**config.mk**
```make
export PLATFORM = sky130hd
export DESIGN_NAME = ett_top
export DESIGN_NICKNAME = d
export VERILOG_FILES = /design/src/ett_top.v /design/src/ett_chan.v
export VERILOG_INCLUDE_DIRS = /design/src /design/src/src
export SDC_FILE = /design/constraint.sdc
export NUM_CORES = 1
export LEC_CHECK = 0
export BUFFER_PORTS_ARGS = -buffer_cell sky130_fd_sc_hd__buf_2
export CAP_MARGIN = 20
export CORE_MARGIN = 2
export CORE_UTILIZATION = 25
export CTS_BUF_LIST = sky130_fd_sc_hd__clkbuf_16
export DETAILED_ROUTE_END_ITERATION = 10
export PLACE_DENSITY = 0.48
export SLEW_MARGIN = 30
export SYNTH_ARGS = -nofsm -noshare
export SYNTH_HDL_FRONTEND = slang
export SYNTH_SLANG_ARGS = --single-unit
```
**constraint.sdc**
```tcl
create_clock -name clk -period 3.9 [get_ports clk]
set_input_delay 0.195 -clock clk [delete_from_list [all_inputs] [get_ports clk]]
set_output_delay 0.195 -clock clk [all_outputs]
set_load 0.02 [all_outputs]
```
**src/ett_defs.vh**
```
// Constants for the three-channel 8-bit timer block
`ifndef ETT_DEFS_VH
`define ETT_DEFS_VH

// Register word indexes on the Avalon slave
`define ETT_ADR_A_MODE   4'h0
`define ETT_ADR_B_MODE   4'h1
`define ETT_ADR_CARRIER  4'h2
`define ETT_ADR_C_MODE   4'h3
`define ETT_ADR_A_CMP    4'h4
`define ETT_ADR_B_CMP    4'h5
`define ETT_ADR_B_HCMP   4'h6
`define ETT_ADR_C_CMP    4'h7
`define ETT_ADR_C_HCMP   4'h8
`define ETT_ADR_A_CNT    4'h9
`define ETT_ADR_B_CNT    4'ha
`define ETT_ADR_C_CNT    4'hb
`define ETT_ADR_WIDE_CTL 4'hc
`define ETT_ADR_WIDE_CNT 4'hd
`define ETT_ADR_IRQ_STAT 4'he
`define ETT_ADR_IRQ_MASK 4'hf

// Mode control fields
`define ETT_EN_BIT    7
`define ETT_CSEL_HI   5
`define ETT_CSEL_LO   3
`define ETT_MODE_HI   2
`define ETT_MODE_LO   1
`define ETT_OE_BIT    0
`define ETT_CSEL_C_HI 5
`define ETT_CSEL_C_LO 4
`define ETT_GATE_BIT  0

// Channel modes
`define ETT_MD_ALONE 2'h0
`define ETT_MD_CASC  2'h1
`define ETT_MD_PWM   2'h2
`define ETT_MD_PPG   2'h3
`define ETT_MD_CARR  2'h2

// Count clock selections
`define ETT_CK_SYS   3'h0
`define ETT_CK_DIV8  3'h1
`define ETT_CK_DIV128 3'h2
`define ETT_CK_EXT   3'h3
`define ETT_CK_BMAT  3'h3
`define ETT_CK_BOUT  3'h4
`define ETT_CKC_SYS  2'h0
`define ETT_CKC_DIV8 2'h3
`define ETT_CKW_CMAT 2'h0
`define ETT_CKW_SYS  2'h1
`define ETT_CKW_DIV4 2'h2

// Prescaler tap values
`define ETT_PRE_W     7
`define ETT_PRE_DIV4  2'h3
`define ETT_PRE_DIV8  3'h7
`define ETT_PRE_DIV32 5'h1f
`define ETT_PRE_DIV128 7'h7f

// Counter constants
`define ETT_CNT_ZERO 8'h00
`define ETT_CNT_TOP  8'hff
`define ETT_IRQ_W    3

`endif

```
**src/ett_top.v**
```verilog
// Three-channel 8-bit timer with wide timer and Avalon-MM registers
//
// Implementation choices: the Avalon-MM register port and the placing of the registers.
`timescale 1ns/1ns
`default_nettype none
`include "ett_defs.vh"
module ett_top (
	// Clock and reset
	input  wire        clk,
	input  wire        rst_n,
	// Avalon-MM slave
	input  wire [3:0]  avs_address,
	input  wire        avs_read,
	input  wire        avs_write,
	input  wire [31:0] avs_writedata,
	output reg  [31:0] avs_readdata,
	output reg         avs_waitrequest,
	// External event inputs
	input  wire        timer_b_event_input,
	input  wire        timer_c_event_input,
	// Timer outputs and interrupt
	output reg         timer_a_output,
	output reg         timer_b_output,
	output reg         timer_c_output,
	output reg         irq
);
	// Software registers
	reg  [7:0]  timer_a_mode_control_reg;
	reg  [7:0]  timer_b_mode_control_reg;
	reg  [7:0]  carrier_output_control_reg;
	reg  [7:0]  timer_c_mode_control_reg;
	reg  [7:0]  timer_a_compare_reg;
	reg  [7:0]  timer_b_compare_reg;
	reg  [7:0]  timer_b_high_width_compare_reg;
	reg  [7:0]  timer_c_compare_reg;
	reg  [7:0]  timer_c_high_width_compare_reg;
	reg  [1:0]  wide_timer_clock_sel_reg;
	reg  [15:0] wide_cnt_reg;
	reg  [2:0]  irq_stat_reg;
	reg  [2:0]  irq_mask_reg;
	reg  [`ETT_PRE_W-1:0] pre_reg;
	reg         gate_reg;
	reg         b_out_prev_reg;
	// Synchronisers and edge detectors
	reg  [1:0]  evb_sync_reg;
	reg  [1:0]  evc_sync_reg;
	reg         evb_prev_reg;
	reg         evc_prev_reg;
	// Channel state
	wire [7:0]  a_cnt;
	wire [7:0]  b_cnt;
	wire [7:0]  c_cnt;
	wire        a_out;
	wire        b_out;
	wire        c_out;
	wire        a_match;
	wire        b_match;
	wire        c_match;
	wire        a_hit;
	wire        b_hit;
	// Decoded controls
	wire [1:0]  a_md;
	wire [1:0]  b_md;
	wire        casc;
	wire        carrier;
	wire [1:0]  a_mode;
	wire [1:0]  b_mode;
	wire [1:0]  c_mode;
	wire        en_a;
	wire        en_b;
	wire        en_c;
	wire [2:0]  a_csel;
	wire [2:0]  b_csel;
	wire [1:0]  c_csel;
	reg         a_tick;
	reg         b_tick_sel;
	reg         c_tick;
	reg         w_tick;
	wire        b_tick;
	wire        casc_clr;
	wire        evb_edge;
	wire        evc_edge;
	wire        tick8;
	wire        tick128;
	wire        b_rise;
	wire        wr_acc;
	wire        rd_acc;
	wire [2:0]  irq_ev;
	reg  [31:0] rd_next;

	// Mode decode: cascade needs both A and B in cascade
	assign a_md    = timer_a_mode_control_reg[`ETT_MODE_HI:`ETT_MODE_LO];
	assign b_md    = timer_b_mode_control_reg[`ETT_MODE_HI:`ETT_MODE_LO];
	assign casc    = (a_md == `ETT_MD_CASC) && (b_md == `ETT_MD_CASC);
	assign carrier = (b_md == `ETT_MD_CARR) && (a_md == `ETT_MD_ALONE);
	assign a_mode  = casc ? `ETT_MD_CASC :
			 (a_md == `ETT_MD_PWM) ? `ETT_MD_PWM : `ETT_MD_ALONE;
	assign b_mode  = casc ? `ETT_MD_CASC :
			 (b_md == `ETT_MD_ALONE) ? `ETT_MD_ALONE : `ETT_MD_PPG;
	assign c_mode  = timer_c_mode_control_reg[`ETT_MODE_LO] ? `ETT_MD_PPG
			 : `ETT_MD_ALONE;
	// In cascade the B enable runs and clears both halves
	assign en_a    = casc ? timer_b_mode_control_reg[`ETT_EN_BIT]
			 : timer_a_mode_control_reg[`ETT_EN_BIT];
	assign en_b    = timer_b_mode_control_reg[`ETT_EN_BIT];
	assign en_c    = timer_c_mode_control_reg[`ETT_EN_BIT];
	assign a_csel  = timer_a_mode_control_reg[`ETT_CSEL_HI:`ETT_CSEL_LO];
	assign b_csel  = timer_b_mode_control_reg[`ETT_CSEL_HI:`ETT_CSEL_LO];
	assign c_csel  = timer_c_mode_control_reg[`ETT_CSEL_C_HI:`ETT_CSEL_C_LO];

	// Prescaler taps and event edges
	assign tick8    = (pre_reg[2:0] == `ETT_PRE_DIV8);
	assign tick128  = (pre_reg == `ETT_PRE_DIV128);
	assign evb_edge = evb_sync_reg[1] & ~evb_prev_reg;
	assign evc_edge = evc_sync_reg[1] & ~evc_prev_reg;
	assign b_rise   = b_out & ~b_out_prev_reg;

	// Count clock selection per channel
	always @* begin
		case (a_csel)
		`ETT_CK_SYS:    a_tick = 1'b1;
		`ETT_CK_DIV8:   a_tick = tick8;
		`ETT_CK_DIV128: a_tick = tick128;
		`ETT_CK_BMAT:   a_tick = b_match;
		`ETT_CK_BOUT:   a_tick = b_rise;
		default:        a_tick = 1'b0;
		endcase
		case (b_csel)
		`ETT_CK_SYS:    b_tick_sel = 1'b1;
		`ETT_CK_DIV8:   b_tick_sel = tick8;
		`ETT_CK_DIV128: b_tick_sel = tick128;
		`ETT_CK_EXT:    b_tick_sel = evb_edge;
		default:        b_tick_sel = 1'b0;
		endcase
		case (c_csel)
		`ETT_CKC_SYS:  c_tick = 1'b1;
		`ETT_CKC_DIV8: c_tick = tick8;
		default:       c_tick = evc_edge;
		endcase
		case (wide_timer_clock_sel_reg)
		`ETT_CKW_CMAT: w_tick = c_match;
		`ETT_CKW_SYS:  w_tick = 1'b1;
		`ETT_CKW_DIV4: w_tick = (pre_reg[1:0] == `ETT_PRE_DIV4);
		default:       w_tick = (pre_reg[4:0] == `ETT_PRE_DIV32);
		endcase
	end

	// Cascade: B counts A's carries, both clear on joint match
	assign casc_clr = a_tick & a_hit & b_hit;
	// B also ticks on the joint match, else its half would never clear
	assign b_tick   = casc ? ((a_tick & (a_cnt == `ETT_CNT_TOP)) | casc_clr)
			  : b_tick_sel;

	// Channel A
	ett_chan u_chan_a (
		.clk       (clk),
		.rst_n     (rst_n),
		.en        (en_a),
		.tick      (a_tick),
		.ext_clr   (casc_clr),
		.mode      (a_mode),
		.cmp       (timer_a_compare_reg),
		.cmp_hi    (timer_a_compare_reg),
		.cnt_reg   (a_cnt),
		.out_reg   (a_out),
		.match_reg (a_match),
		.hit       (a_hit)
	);

	// Channel B
	ett_chan u_chan_b (
		.clk       (clk),
		.rst_n     (rst_n),
		.en        (en_b),
		.tick      (b_tick),
		.ext_clr   (casc_clr),
		.mode      (b_mode),
		.cmp       (timer_b_compare_reg),
		.cmp_hi    (timer_b_high_width_compare_reg),
		.cnt_reg   (b_cnt),
		.out_reg   (b_out),
		.match_reg (b_match),
		.hit       (b_hit)
	);

	// Channel C
	ett_chan u_chan_c (
		.clk       (clk),
		.rst_n     (rst_n),
		.en        (en_c),
		.tick      (c_tick),
		.ext_clr   (1'b0),
		.mode      (c_mode),
		.cmp       (timer_c_compare_reg),
		.cmp_hi    (timer_c_high_width_compare_reg),
		.cnt_reg   (c_cnt),
		.out_reg   (c_out),
		.match_reg (c_match),
		.hit       ()
	);

	// Interrupt events; A is silent in cascade
	assign irq_ev = {c_match, b_match, a_match & ~casc};

	// Bus handshake: one wait cycle, then the access completes
	assign wr_acc  = avs_write & ~avs_waitrequest;
	assign rd_acc  = avs_read & ~avs_waitrequest;

	// Read data mux
	always @* begin
		rd_next = 32'h00000000;
		case (avs_address)
		`ETT_ADR_A_MODE:   rd_next[7:0] = timer_a_mode_control_reg;
		`ETT_ADR_B_MODE:   rd_next[7:0] = timer_b_mode_control_reg;
		`ETT_ADR_CARRIER:  rd_next[7:0] = carrier_output_control_reg;
		`ETT_ADR_C_MODE:   rd_next[7:0] = timer_c_mode_control_reg;
		`ETT_ADR_A_CMP:    rd_next[7:0] = timer_a_compare_reg;
		`ETT_ADR_B_CMP:    rd_next[7:0] = timer_b_compare_reg;
		`ETT_ADR_B_HCMP:   rd_next[7:0] = timer_b_high_width_compare_reg;
		`ETT_ADR_C_CMP:    rd_next[7:0] = timer_c_compare_reg;
		`ETT_ADR_C_HCMP:   rd_next[7:0] = timer_c_high_width_compare_reg;
		`ETT_ADR_A_CNT:    rd_next[7:0] = a_cnt;
		`ETT_ADR_B_CNT:    rd_next[7:0] = b_cnt;
		`ETT_ADR_C_CNT:    rd_next[7:0] = c_cnt;
		`ETT_ADR_WIDE_CTL: rd_next[1:0] = wide_timer_clock_sel_reg;
		`ETT_ADR_WIDE_CNT: rd_next[23:0] = {wide_cnt_reg, c_cnt};
		`ETT_ADR_IRQ_STAT: rd_next[2:0] = irq_stat_reg;
		default:           rd_next[2:0] = irq_mask_reg;
		endcase
	end

	// Bus slave and register writes
	always @(posedge clk or negedge rst_n) begin
		if (!rst_n) begin
			avs_waitrequest                <= 1'b1;
			avs_readdata                   <= 32'h00000000;
			timer_a_mode_control_reg       <= 8'h00;
			timer_b_mode_control_reg       <= 8'h00;
			carrier_output_control_reg     <= 8'h00;
			timer_c_mode_control_reg       <= 8'h00;
			timer_a_compare_reg            <= 8'h00;
			timer_b_compare_reg            <= 8'h00;
			timer_b_high_width_compare_reg <= 8'h00;
			timer_c_compare_reg            <= 8'h00;
			timer_c_high_width_compare_reg <= 8'h00;
			wide_timer_clock_sel_reg       <= 2'h0;
			irq_mask_reg                   <= 3'h0;
		end else begin
			avs_waitrequest <= ~((avs_read | avs_write) & avs_waitrequest);
			if ((avs_read | avs_write) & avs_waitrequest)
				avs_readdata <= avs_read ? rd_next : 32'h00000000;
			if (wr_acc) begin
				case (avs_address)
				`ETT_ADR_A_MODE:   timer_a_mode_control_reg <= avs_writedata[7:0];
				`ETT_ADR_B_MODE:   timer_b_mode_control_reg <= avs_writedata[7:0];
				`ETT_ADR_CARRIER:  carrier_output_control_reg <= avs_writedata[7:0];
				`ETT_ADR_C_MODE:   timer_c_mode_control_reg <= avs_writedata[7:0];
				`ETT_ADR_A_CMP:    timer_a_compare_reg <= avs_writedata[7:0];
				`ETT_ADR_B_CMP:    timer_b_compare_reg <= avs_writedata[7:0];
				`ETT_ADR_B_HCMP:   timer_b_high_width_compare_reg <= avs_writedata[7:0];
				`ETT_ADR_C_CMP:    timer_c_compare_reg <= avs_writedata[7:0];
				`ETT_ADR_C_HCMP:   timer_c_high_width_compare_reg <= avs_writedata[7:0];
				`ETT_ADR_WIDE_CTL: wide_timer_clock_sel_reg <= avs_writedata[1:0];
				`ETT_ADR_IRQ_MASK: irq_mask_reg <= avs_writedata[2:0];
				default: ;
				endcase
			end
		end
	end

	// Sticky status, cleared by a read; a new event wins over the clear
	always @(posedge clk or negedge rst_n) begin
		if (!rst_n) begin
			irq_stat_reg <= 3'h0;
			irq          <= 1'b0;
		end else begin
			if (rd_acc && avs_address == `ETT_ADR_IRQ_STAT)
				irq_stat_reg <= (irq_stat_reg & ~avs_readdata[2:0]) | irq_ev; // Only bits read
			else
				irq_stat_reg <= irq_stat_reg | irq_ev;
			irq <= |(irq_stat_reg & irq_mask_reg);
		end
	end

	// Wide timer free runs and never clears
	always @(posedge clk or negedge rst_n) begin
		if (!rst_n)
			wide_cnt_reg <= 16'h0000;
		else if (w_tick)
			wide_cnt_reg <= wide_cnt_reg + 16'h0001;
	end

	// Prescaler, synchronisers, edge history, carrier gate
	always @(posedge clk or negedge rst_n) begin
		if (!rst_n) begin
			pre_reg        <= {`ETT_PRE_W{1'b0}};
			evb_sync_reg   <= 2'h0;
			evc_sync_reg   <= 2'h0;
			evb_prev_reg   <= 1'b0;
			evc_prev_reg   <= 1'b0;
			b_out_prev_reg <= 1'b0;
			gate_reg       <= 1'b0;
		end else begin
			pre_reg        <= pre_reg + {{(`ETT_PRE_W-1){1'b0}}, 1'b1};
			evb_sync_reg   <= {evb_sync_reg[0], timer_b_event_input};
			evc_sync_reg   <= {evc_sync_reg[0], timer_c_event_input};
			evb_prev_reg   <= evb_sync_reg[1];
			evc_prev_reg   <= evc_sync_reg[1];
			b_out_prev_reg <= b_out;
			if (!carrier)
				gate_reg <= 1'b0;
			else if (a_match)
				gate_reg <= ~gate_reg;
		end
	end

	// Output pins, enabled per channel
	always @(posedge clk or negedge rst_n) begin
		if (!rst_n) begin
			timer_a_output <= 1'b0;
			timer_b_output <= 1'b0;
			timer_c_output <= 1'b0;
		end else begin
			timer_a_output <= timer_a_mode_control_reg[`ETT_OE_BIT] & a_out;
			if (carrier && carrier_output_control_reg[`ETT_GATE_BIT])
				timer_b_output <= timer_b_mode_control_reg[`ETT_OE_BIT]
						  & b_out & gate_reg;
			else
				timer_b_output <= timer_b_mode_control_reg[`ETT_OE_BIT] & b_out;
			timer_c_output <= timer_c_mode_control_reg[`ETT_OE_BIT] & c_out;
		end
	end
endmodule // ett_top
`default_nettype wire

```
**src/ett_chan.v**
```verilog
// One 8-bit timer channel: counter, compare, output waveform
`timescale 1ns/1ns
`default_nettype none
`include "ett_defs.vh"
module ett_chan (
	// Clock and reset
	input  wire       clk,
	input  wire       rst_n,
	// Control
	input  wire       en,
	input  wire       tick,
	input  wire       ext_clr,
	input  wire [1:0] mode,
	input  wire [7:0] cmp,
	input  wire [7:0] cmp_hi,
	// State
	output reg  [7:0] cnt_reg,
	output reg        out_reg,
	output reg        match_reg,
	output wire       hit
);
	reg        phase_reg;
	wire [7:0] cnt_inc;
	wire       hit_hi;

	assign hit     = (cnt_reg == cmp);
	assign hit_hi  = (cnt_reg == cmp_hi);
	assign cnt_inc = cnt_reg + 8'h01;

	// Counter and waveform per mode
	always @(posedge clk or negedge rst_n) begin
		if (!rst_n) begin
			cnt_reg   <= `ETT_CNT_ZERO;
			out_reg   <= 1'b0;
			match_reg <= 1'b0;
			phase_reg <= 1'b0;
		end else if (!en) begin
			cnt_reg   <= `ETT_CNT_ZERO;
			out_reg   <= 1'b0;
			match_reg <= 1'b0;
			phase_reg <= 1'b0;
		end else begin
			match_reg <= 1'b0;
			if (tick) begin
				case (mode)
				`ETT_MD_ALONE: begin
					// Match clears, overflow wraps to zero
					if (hit) begin
						cnt_reg   <= `ETT_CNT_ZERO;
						match_reg <= 1'b1;
						out_reg   <= ~out_reg;
					end else begin
						cnt_reg <= cnt_inc;
					end
				end
				`ETT_MD_CASC: begin
					// Clear decided by the pair, not this half
					if (ext_clr) begin
						cnt_reg   <= `ETT_CNT_ZERO;
						match_reg <= 1'b1;
						out_reg   <= ~out_reg;
					end else begin
						cnt_reg <= cnt_inc;
					end
				end
				`ETT_MD_PWM: begin
					// Free running; high from overflow until match
					cnt_reg <= cnt_inc;
					if (cnt_reg == `ETT_CNT_TOP)
						out_reg <= 1'b1;
					else if (hit) begin
						out_reg   <= 1'b0;
						match_reg <= 1'b1;
					end
				end
				default: begin
					// Low phase ends on compare, high phase on high compare
					if ((!phase_reg && hit) || (phase_reg && hit_hi)) begin
						cnt_reg   <= `ETT_CNT_ZERO;
						phase_reg <= ~phase_reg;
						out_reg   <= ~phase_reg;
						match_reg <= 1'b1;
					end else begin
						cnt_reg <= cnt_inc;
					end
				end
				endcase
			end
		end
	end
endmodule // ett_chan
`default_nettype wire

```
; ---- Word-level counts from Yosys, hierarchy flattened
; Index checks and enable logic that the tools add are counted.
[classes]
addsub = 5
muxes = 88
bitwise_logic = 34
eq_ne = 69
reduce_logical = 49
[ops]
columns = cell, n
row1 = $mux 8, 14
row2 = $pmux 5 s12, 1
row3 = $mux 1, 50
row4 = $pmux 8 s3, 2
row5 = $eq 8x8->1, 5
row6 = $eq 4x4->1 const B, 8
row7 = $pmux 2 s14, 1
row8 = $add 8x1->8 const B, 3
row9 = $eq 8x8->1 const B, 3
row10 = $mux 24, 1
row11 = $reduce_and 2->1, 11
row12 = $pmux 1 s3, 7
row13 = $add 16x1->16 const B, 1
row14 = $eq 2x2->1 const B, 8
row15 = $eq 4x3->1 const B, 4
row16 = $mux 16, 1
row17 = $pmux 8 s2, 1
row18 = $reduce_and 5->1, 3
row19 = $and 1x1->1, 14
row20 = $logic_not 2->1, 7
row21 = $pmux 1 s14, 1
row22 = $not 1->1, 13
row23 = $eq 2x1->1 const B, 6
row24 = $eq 3x2->1 const B, 4
row25 = other kinds (34), 76
[word_totals]
wordCells = 283
in_bits = 42
regBits = 181

; ---- Logic depth before layout (Yosys ltp)
; Gate-level depths: netlist of run 1.
[logic_depth]
ltp_word = 9
depth_mapped = 11
mapped_depth_nobuf = 11

; ---- Hierarchy
; Synthesis of run 1 repeated with hierarchy kept, for this count alone.
[hier_totals]
hier_cells = 886
hier_area_um2 = 9740.6
[modules_own_cells]
columns = module, cells_each, n_inst, area_each_um2, seq_area_each_um2
row1 = ett_top, 562, 1, 6745.2, 3504.6
row2 = ett_chan, 108, 3, 998.5, 275.3

; ---- Worst setup path after synthesis of run 1
; OpenSTA, ideal clock, no wires.
[synth_path]
path_kind = register to register
from = register pre_reg[0]
to = register u_chan_b.out_reg
required_time_ps = 3818
path_stages_with_launch = 9
path_buffers = 1
setup_slack_ps = 1365
setup_ps = 82
arrival_time_ps = 2454
cell_sequence = dfrtp_1 ha_1 nand3_2 or4_4 and3_4 a221o_1 buf_6 or4_1 a31oi_1
[synth_between]
elab_chain_len = 8
[synth_lines]
columns = item, line_no
row1 = "start, declared", ett_top.v:41  ; reg [`ETT_PRE_W-1:0] pre_reg;
row2 = "start signal, assigned", ett_top.v:296  ; pre_reg <= {`ETT_PRE_W{1'b0}};
row3 = "start signal, assigned", ett_top.v:304  ; pre_reg <= pre_reg + {{(`ETT_PRE_W-1){1'b0}}, 1'b1};
row4 = $eq 7x7->1 (no source line) or $eq 3x3->1 (tied branches), n/a
row5 = $pmux 1 s5, ett_top.v:120  ; case (a_csel)
row6 = $and 1x1->1 (2 in series), ett_top.v:149  ; assign casc_clr = a_tick & a_hit & b_hit;
row7 = $or 1x1->1, ett_top.v:151  ; assign b_tick = casc ? ((a_tick & (a_cnt == `ETT_CNT_TOP)) | casc_clr)
row8 = $mux 1, ett_top.v:151
row9 = $ne 2x1->1 (no source line), n/a
row10 = $reduce_and 5->1 (no source line) (*), n/a
row11 = "end signal, assigned", ett_chan.v:51  ; out_reg <= ~out_reg;
row12 = "end signal, assigned", ett_chan.v:61  ; out_reg <= ~out_reg;
row13 = "end signal, assigned", ett_chan.v:81  ; out_reg <= ~phase_reg;
row14 = "end, declared", ett_chan.v:18  ; output reg out_reg,
; Every way passes the cells marked *; elsewhere a longest branch is shown, timed or not.
; A chain may end at the register's enable or synchronous reset.

; ---- Worst setup path in the final report of run 1
[layout_path]
from = register u_chan_b.cnt_reg[2]
to = register u_chan_b.cnt_reg[5]
[layout_between]
elab_chain_len = 7
[layout_lines]
columns = item, line_no
row1 = "start, declared", ett_chan.v:17  ; output reg [7:0] cnt_reg,
row2 = "start signal, assigned", ett_chan.v:33  ; cnt_reg <= `ETT_CNT_ZERO;
row3 = "start signal, assigned", ett_chan.v:38  ; cnt_reg <= `ETT_CNT_ZERO;
row4 = "start signal, assigned", ett_chan.v:49  ; cnt_reg <= `ETT_CNT_ZERO;
row5 = branches (longest 7 deep; another with $add 8x1->8), n/a
; Several ways; the timed one is not identified. The select of a mux whose other input is x is not followed.

==> flow_metrics.py, run 1 <==
metrics = {
    "critical_path": {
        "regToRegSetupSlack_ns": 1.06,
        "r2r_start": "u_chan_b.cnt_reg[2]",
        "critPathTopFamily": "simple AND/OR/NAND/NOR gates",
        "critPathMaxFanout": 7,
        "path_cells": "xor2_1 > nor4_1 > nand4_1 > a221oi_2 > o211ai_1 > or3_1 > a31oi_1",
        "slowest_stage": "nor4_1",
        "rr_endpoint": "u_chan_b.cnt_reg[5]",
        "start_kind": "flop",
        "critPathMaxStageDelay_ns": 0.50,
        "crit_buf_inv": 0,
        "crit_type": "reg2reg",
        "endpoint_kind": "flop",
        "cp_data_arrival_time_ns": 3.21,
        "reg2reg_depth": 7,
        "required_ns": 4.27,
    },
    "cts": {
        "hold_buffers": 3,
        "numCtsBuffers": 17,
        "clock_latency_ns": 0.44,
        "htree_levels": 4,
        "cts_tree": "done",
        "path_clk_slew_ns": 0.07,
        "ctsResizeCount": 0,
        "clock-sinks": 172,
        "post_cts_buffers": 0,
        "max-clock-path-buffers": 2,
        "cts-root-buf": "clkbuf_16",
    },
    "final_layout": {
        "multiInputGateArea_um2": 4106,
        "diodes": 0,
        "final_cell_area_um2": 9916,
        "final_common_cell": "dfrtp_1",
        "layout.nets": 885,
        "drive_above_1_share_pct": 21.39,
        "regArea_um2": 4305,
        "mostFrequentLayoutCells": "171 x dfrtp_1, 84 x mux2_2, 72 x nand2_1",
        "syn_to_final_growth_pct": 14.47,
        "stdcell_count": 1301,
        "largest_register_ffs": 24,
        "final_util_pct": 28.85,
        "nFillCells": 3657,
    },
    "sta": {
        "setup_viol": 0,
        "max_slew.worst_pin.slew_ns": 0.8915,
        "drv_slew": 0,
        "hold_viol": 0,
        "max-slew-margin-rel_pct": 39.03,
        "period_share_pct": 72.90,
        "period_needed_ns": 2.843,
        "grt_setup_unrepaired": "false",
        "fin_hold_ws_ns": 0.1124,
        "finalSetupTns_ns": 0,
        "fin_worst_skew_ns": 0.01406,
        "fmax_mhz": 351.7,
        "fin_ws_ns": 1.057,
    },
    "place": {
        "dpl.hpwl_um": 17500,
        "gp_congestion": 0.8513,
        "dp_slack_ns": 1.081,
        "placed_cells": 1267,
        "placed_area_um2": 9355,
        "place.port_buffers": 46,
    },
    "floorplan": {
        "fp.dieH_um": 190.1,
        "core.rowCount": 68,
        "initial_core_util_pct": 25.20,
        "die_w_um": 190.1,
        "io_pins": 79,
        "fp.dieArea_um2": 36150,
        "core_um2": 34370,
    },
    "min_path": {
        "min-delay-start": "avs_writedata[5]",
        "hold_depth": 3,
        "hold_path_class": "in2reg",
        "hold-path-endpoint": "timer_c_mode_control_reg[5]",
    },
    "synthesis": {
        "synth_edf_count": 0,
        "ys_ff_latch": 172,
        "avgSynthCellArea_um2": 10.84,
        "synthArstFlopShare_pct": 100.0,
        "syn_area_um2": 8662,
        "ys.flop_type": "dfrtp_1",
        "ys_seq_area_share_pct": 49.70,
        "ys_types": 67,
        "synthCells": 799,
        "yosysWarnings": 0,
    },
    "grt": {
        "grt_pass1_vias": 6199,
        "antenna_found_initial": 0,
        "grt_pass1_wl_um": 39060,
        "grt_overflow": 0,
        "grt_usage_pct": 14.31,
        "grt_start_max_net_pins": 90,
    },
    "detailed_routing": {
        "viasPerCell": 4.801,
        "final_antenna_net_count": 0,
        "drt_iter0_markers": 475,
        "drc": 0,
        "vias": 6246,
        "drt_wl_total_um": 24730,
        "first_pass_iters": 5,
        "routedWlPerCell_um": 19.01,
    },
    "run_status": {
        "status": "completed",
    },
    "power": {
        "leakagePower_nw": 4.407,
        "powerDensity_nw_per_um2": 495.5,
        "power_mw": 4.913,
        "irDropWorstVdd_v": 0.0002865,
    },
    "run": {
        "cap_violations": 0,
    },
}
==> worst min-delay path: cells and delay by family <==
family	cells	cell delay, ns
and+or+nand+nor	1	0.07
AOI/OAI and AO/OA	1	0.07
buffers and inverters	1	0.17
==> worst max path at each step <==
| stage | from | endpoint | depth (start not counted) | slack, ns |
|---|---|---|---|---|
| floorplan | pre_reg[0] | u_chan_b.out_reg | 8 | 1.36 |
| global placement | u_chan_b.cnt_reg[2] | u_chan_b.cnt_reg[5] | 7 | 1.10 |
| detailed placement | u_chan_b.cnt_reg[2] | u_chan_b.cnt_reg[5] | 7 | 1.08 |
| CTS | pre_reg[0] | wide_cnt_reg[15] | 11 | 1.07 |
| global route | pre_reg[0] | wide_cnt_reg[15] | 11 | 0.86 |
| finish | u_chan_b.cnt_reg[2] | u_chan_b.cnt_reg[5] | 7 | 1.06 |
==> per-layer routing <==
metal | GRT usage, % | up-vias | wire [µm]
li1 | - | 2940 | -
met4 | 4.144 | 0 | 444
met3 | 2.693 | 29 | 946
met5 | 0 | - | 0
met1 | 20.69 | 3131 | 12200
met2 | 21.70 | 146 | 11140
==> final cells by class <==
type | count | area share [%]
Clock buffer | 17 | 4.290
Clock inverter | 14 | 1.060
Inverter | 16 | 0.6057
Multi-Input combinational cell | 568 | 41.41
Sequential cell | 172 | 43.42
Tap cell | 455 | 5.741
Timing Repair Buffer | 59 | 3.470
==> Yosys cell counts (all sizes together), types with 16 or more instances <==
cell / instances / share of area (%)
clkbuf: 32 / 1.4
a31oi: 16 / 1.2
nand3: 27 / 1.6
buf: 18 / 1.2
mux2: 84 / 11
a21oi: 28 / 1.6
nor2: 44 / 1.9
nand2: 72 / 3.1
xor2: 29 / 2.9
a22o: 22 / 2.2
o21ai: 23 / 1.3
xnor2: 36 / 3.6
dfrtp: 171 / 49
==> power breakdown <==
group	internal [mW]	switching, mW	total [mW]
Sequential	2.04	0.311	2.35
Clock	0.864	0.738	1.60
Combinational	0.438	0.523	0.961
Total	3.34	1.57	4.91
==> kinds of logic (layout without fill, tap and decap cells) <==
kind of cell / Yosys count / after routing / share of synthesized area [%]
adders and majority gates: 10 / 10 / 1.416
and+or+nand+nor: 239 / 239 / 13.88
other: 1 / 8 / 0.04329
AOI/OAI and AO/OA: 144 / 144 / 11.48
muxes: 102 / 102 / 13.58
xor gates and xnor gates: 65 / 65 / 6.572
DFF: 172 / 172 / 49.70
buffers and inverters: 66 / 106 / 3.322
(Power assumes the default switching activity.)
==> run 2, diff against run 1 <==
Clock period 3.9 ns to 3 ns, I/O delays scaled along.
==> run 2 against run 1 <==
Net effect:
- worst hold slack got worse by 0.045 ns
- critical path type unchanged
- maximum frequency increased by 6.4%
- clock-buffer cell count unchanged
- highest routed layer unchanged
==> flow_metrics.py, run 2 (synthesis results as in run 1) <==
metrics = {
    "run_status": {
        "status": "completed",
    },
    "detailed_routing": {
        "drt_wl_total_um": 24990,
        "viasPerCell": 4.850,
        "final_antenna_net_count": 0,
        "drc": 0,
        "first_pass_iters": 5,
        "routedWlPerCell_um": 19.00,
        "drt_iter0_markers": 429,
        "vias": 6378,
    },
    "floorplan": {
        "fp.dieH_um": 190.1,
        "fp.dieArea_um2": 36150,
        "io_pins": 79,
        "core_um2": 34370,
        "die_w_um": 190.1,
        "initial_core_util_pct": 25.20,
        "core.rowCount": 68,
    },
    "final_layout": {
        "nFillCells": 3613,
        "final_common_cell": "dfrtp_1",
        "drive_above_1_share_pct": 23.17,
        "multiInputGateArea_um2": 4106,
        "regArea_um2": 4305,
        "layout.nets": 897,
        "mostFrequentLayoutCells": "171 x dfrtp_1, 84 x mux2_2, 72 x nand2_1",
        "final_util_pct": 29.29,
        "final_cell_area_um2": 10070,
        "largest_register_ffs": 24,
        "stdcell_count": 1315,
        "syn_to_final_growth_pct": 16.24,
    },
    "cts": {
        "cts-root-buf": "clkbuf_16",
        "ctsResizeCount": 0,
        "clock-sinks": 172,
        "clock_latency_ns": 0.44,
        "numCtsBuffers": 17,
        "max-clock-path-buffers": 2,
        "cts_tree": "done",
        "path_clk_slew_ns": 0.08,
        "htree_levels": 4,
    },
    "power": {
        "irDropWorstVdd_v": 0.0003554,
        "powerDensity_nw_per_um2": 654.1,
        "swShare_pct": 32.74,
        "leakagePower_nw": 4.485,
        "p_seq_share_pct": 46.5,
        "p_comb_share_pct": 19.7,
        "p_sw_mw": 2.156,
        "intPower_mw": 4.430,
        "clkPwrFrac_pct": 33.9,
    },
    "sta": {
        "max_slew.worst_pin.slew_ns": 0.7160,
        "grt_setup_unrepaired": "false",
        "max-slew-margin-rel_pct": 52.27,
        "hold_viol": 0,
        "setup_viol": 0,
        "fmax_mhz": 374.1,
        "drv_slew": 0,
        "finalSetupTns_ns": 0,
        "period_needed_ns": 2.673,
        "period_share_pct": 89.11,
        "fin_worst_skew_ns": 0.01406,
    },
    "critical_path": {
        "path_cells": "ha_1 > ha_1 > nand2b_1 > a21oi_1 > nand3_1 > a31oi_1 > o211ai_1 > or3_1 > a31oi_1",
        "start_kind": "flop",
        "critPathMaxFanout": 4,
        "required_ns": 3.34,
        "critPathTopFamily": "compound AO/OA/AOI/OAI gates",
        "slowest_stage": "dfrtp_1",
        "cp_data_arrival_time_ns": 3.02,
        "crit_buf_inv": 0,
        "crit_type": "reg2reg",
        "critPathMaxStageDelay_ns": 0.41,
        "endpoint_kind": "flop",
    },
    "place": {
        "placed_cells": 1279,
        "place.port_buffers": 46,
        "dpl.hpwl_um": 17940,
        "placed_area_um2": 9458,
        "gp_congestion": 0.8855,
    },
    "grt": {
        "grt_start_max_net_pins": 74,
        "grt_pass1_wl_um": 39640,
        "grt_usage_pct": 14.40,
        "antenna_found_initial": 1,
        "grt_overflow": 0,
        "grt_pass1_vias": 6313,
    },
    "min_path": {
        "hold_path_class": "in2reg",
    },
    "run": {
        "cap_violations": 0,
    },
}
[run 2: repair_timing]
action	4_1_cts	5_1_grt
endpoints found under the hold margin	72	0
buffers inserted	0	0
setup endpoints to repair	0	0
hold buffers	3	0
[run 2: worst paths after layout]
| path | start | end | slack, ns | cells past startpoint |
|---|---|---|---|---|
| worst min-delay path | avs_writedata[4] | timer_c_mode_control_reg[4] | 0.07 | 3 |
| max in group asynchronous | rst_n | timer_a_compare_reg[7] | 1.88 | 3 |
| worst min register to register | evc_sync_reg[0] | evc_sync_reg[1] | 0.35 | 0 |
| worst max register to register | pre_reg[0] | u_chan_b.cnt_reg[5] | 0.33 | 9 |
| worst max-delay path | pre_reg[0] | u_chan_b.cnt_reg[5] | 0.33 | 9 |
| min in group asynchronous | rst_n | timer_b_mode_control_reg[0] | 0.28 | 2 |
[run 2: power by group through the flow]
stage                     Combinational [mW]  Clock [mW]  Sequential, mW
after floorplan                        0.903           0            2.95
after global placement                  1.28           0            3.10
after detailed placement                1.29           0            3.10
after CTS                               1.30        2.29            3.06
after global routing                    1.44        2.40            3.11
final                                   1.30        2.23            3.06
[run 2: worst reg2reg max path: cells and delay by family (launching register included)]
kind	cells	cell delay (ns)
flip-flops	1	0.41
AO/OA/AOI/OAI	4	0.90
adder cells (fa/ha/maj)	2	0.51
AND/OR/NAND/NOR	3	0.76
[run 2: cell type report]
| class | count | area share [%] |
|---|---|---|
| clock inverter | 15 | 1.516 |
| antenna | 1 | 0.02485 |
| tap | 455 | 5.654 |
| timing repair buffer | 71 | 4.436 |
| sequential | 172 | 42.76 |
| inverter | 16 | 0.5965 |
| multi-input combinational | 568 | 40.79 |
| clock buffer | 17 | 4.225 |
[run 2: metal layers]
layer	GRT usage, %	up-vias	wire length [µm]
met5	0	-	0
met4	3.459	0	214
met3	2.048	15	1070
met2	21.79	180	11310
met1	21.51	3224	12390
li1	-	2959	-
[run 2: metrics by stage]
step	power, mW	hold WS (ns)	setup slack (ns)
floorplan	3.851	-0.1456	0.4645
global placement	4.374	0.2222	0.3952
detailed placement	4.391	0.2212	0.4005
CTS	6.650	0.05679	0.3567
global route	6.943	0.07257	0.1420
finish	6.586	0.06713	0.3266
==> run 3, diff against run 2 <==
Settings changed: PLACE_DENSITY 0.48 to not set, SETUP_SLACK_MARGIN set to 0.1.
==> run 3 against run 2 <==
Net effect:
- critical endpoint is now u_chan_b.out_reg
- worst hold slack worse by 0.0024 ns
- clock-buffer cell count unchanged
- via count up 1.5%
- global-route usage down 0.93 points
- final cell count down 0.53%
- die area unchanged
- non-clock buffer count down 6
- final area about the same
- wire length down 4.8%
- sequential share of layout area about the same
- flip-flop and latch count unchanged
==> flow_metrics.py, run 3 (synthesis results as in run 1) <==
metrics = {
    "floorplan": {
        "fp.dieArea_um2": 36150,
        "initial_core_util_pct": 25.20,
        "die_w_um": 190.1,
        "io_pins": 79,
        "core_um2": 34370,
        "fp.dieH_um": 190.1,
        "core.rowCount": 68,
    },
    "place": {
        "place.port_buffers": 46,
        "placed_cells": 1273,
        "placed_area_um2": 9418,
        "dpl.hpwl_um": 16970,
        "gp_congestion": 0.9060,
    },
    "power": {
        "irDropWorstVdd_v": 0.0003966,
        "powerDensity_nw_per_um2": 659.4,
        "leakagePower_nw": 4.470,
    },
    "final_layout": {
        "final_cell_area_um2": 10060,
        "syn_to_final_growth_pct": 16.15,
        "final_util_pct": 29.27,
        "mostFrequentLayoutCells": "171 x dfrtp_1, 84 x mux2_2, 72 x nand2_1",
        "largest_register_ffs": 24,
        "final_common_cell": "dfrtp_1",
        "diodes": 0,
        "layout.nets": 891,
        "nFillCells": 3587,
        "stdcell_count": 1308,
        "drive_above_1_share_pct": 22.86,
    },
    "critical_path": {
        "critPathMaxFanout": 3,
        "crit_type": "reg2reg",
        "start_kind": "flop",
        "required_ns": 3.35,
        "path_cells": "xor2_1 > nor4_1 > nand4_1 > a221o_1 > or4_1 > a31oi_1",
        "cp_data_arrival_time_ns": 3.06,
        "critPathMaxStageDelay_ns": 0.58,
        "slowest_stage": "nor4_1",
        "endpoint_kind": "flop",
    },
    "cts": {
        "path_clk_slew_ns": 0.07,
        "cts-root-buf": "clkbuf_16",
        "numCtsBuffers": 17,
        "max-clock-path-buffers": 2,
        "htree_levels": 4,
        "clock-sinks": 172,
        "clock_latency_ns": 0.43,
        "post_cts_buffers": 0,
        "cts_tree": "done",
    },
    "detailed_routing": {
        "first_pass_iters": 5,
        "drt_iter0_markers": 457,
        "routedWlPerCell_um": 18.19,
        "drt_wl_total_um": 23800,
        "drc": 0,
        "final_antenna_net_count": 0,
        "vias": 6473,
        "viasPerCell": 4.949,
    },
    "sta": {
        "fmax_mhz": 370.2,
        "fin_worst_skew_ns": 0.007765,
        "max_slew.worst_pin.slew_ns": 0.7419,
        "drv_slew": 0,
        "max-slew-margin-rel_pct": 50.54,
        "grt_setup_unrepaired": "false",
        "period_needed_ns": 2.701,
        "fin_hold_ws_ns": 0.06477,
        "setup_viol": 0,
        "finalSetupTns_ns": 0,
        "period_share_pct": 90.05,
        "hold_viol": 0,
    },
    "run_status": {
        "status": "completed",
    },
    "run": {
        "cap_violations": 0,
    },
    "grt": {
        "grt_start_max_net_pins": 88,
        "antenna_found_initial": 0,
        "grt_usage_pct": 13.46,
        "grt_pass1_wl_um": 37320,
        "grt_overflow": 0,
        "grt_pass1_vias": 6417,
    },
    "min_path": {
        "hold_path_class": "in2reg",
    },
}
run 3: per-layer routing:
| layer | global-route usage [%] | vias up | routed length, µm |
|---|---|---|---|
| li1 | - | 2954 | - |
| met2 | 20.17 | 212 | 10640 |
| met1 | 19.11 | 3267 | 11260 |
| met4 | 4.323 | 0 | 559 |
| met5 | 0 | - | 0 |
| met3 | 3.136 | 40 | 1333 |
run 3: report_power, final:
| group | switching [mW] | leakage [nW] | total (mW) | internal (mW) |
|---|---|---|---|---|
| sequential | 0.410 | 2.26 | 3.06 | 2.65 |
| combinational | 0.683 | 1.92 | 1.28 | 0.594 |
| clock | 1.04 | 0.289 | 2.30 | 1.26 |
| total | 2.13 | 4.47 | 6.63 | 4.50 |
run 3: cell type report:
type                       instances  area [µm²]  share of cell area, %
multi-input combinational        568        4110                  40.85
timing repair buffer              65       414.1                  4.116
inverter                          16       60.06                 0.5969
tap                              455       569.3                  5.658
clock inverter                    15       176.4                  1.754
sequential                       172        4305                  42.79
clock buffer                      17       425.4                  4.228
run 3: worst paths after layout:
path | from | endpoint | slack [ns] | cells after the start
setup / recovery | timer_a_compare_reg[5] | u_chan_b.out_reg | 0.30 | 6
hold / removal | avs_writedata[5] | timer_c_mode_control_reg[5] | 0.06 | 3
setup reg to reg | timer_a_compare_reg[5] | u_chan_b.out_reg | 0.30 | 6
hold reg to reg | evb_sync_reg[0] | evb_sync_reg[1] | 0.36 | 0
max in group asynchronous | rst_n | avs_waitrequest | 1.86 | 3
min in group asynchronous | rst_n | evb_sync_reg[0] | 0.37 | 2
run 3: worst max-delay path, delay by kind of cell (launching register included):
family / cells / cell delay (ns)
compound gates: 2 / 0.56
flops: 1 / 0.47
simple gates: 3 / 1.41
xor+xnor: 1 / 0.18
run 3: through the flow:
stage,total power [mW],setup slack [ns]
CTS,6.664,0.2294
detailed placement,4.351,0.2533
floorplan,3.851,0.4645
global route,6.941,0.1579
global placement,4.319,0.3049
finish,6.634,0.2985
run 3: what timing repair did:
action | in CTS | in global routing
hold endpoints to repair | 87 | 0
gates resized for setup | 0 | 1
hold buffers | 3 | 0
endpoints found under the setup margin | 0 | 2
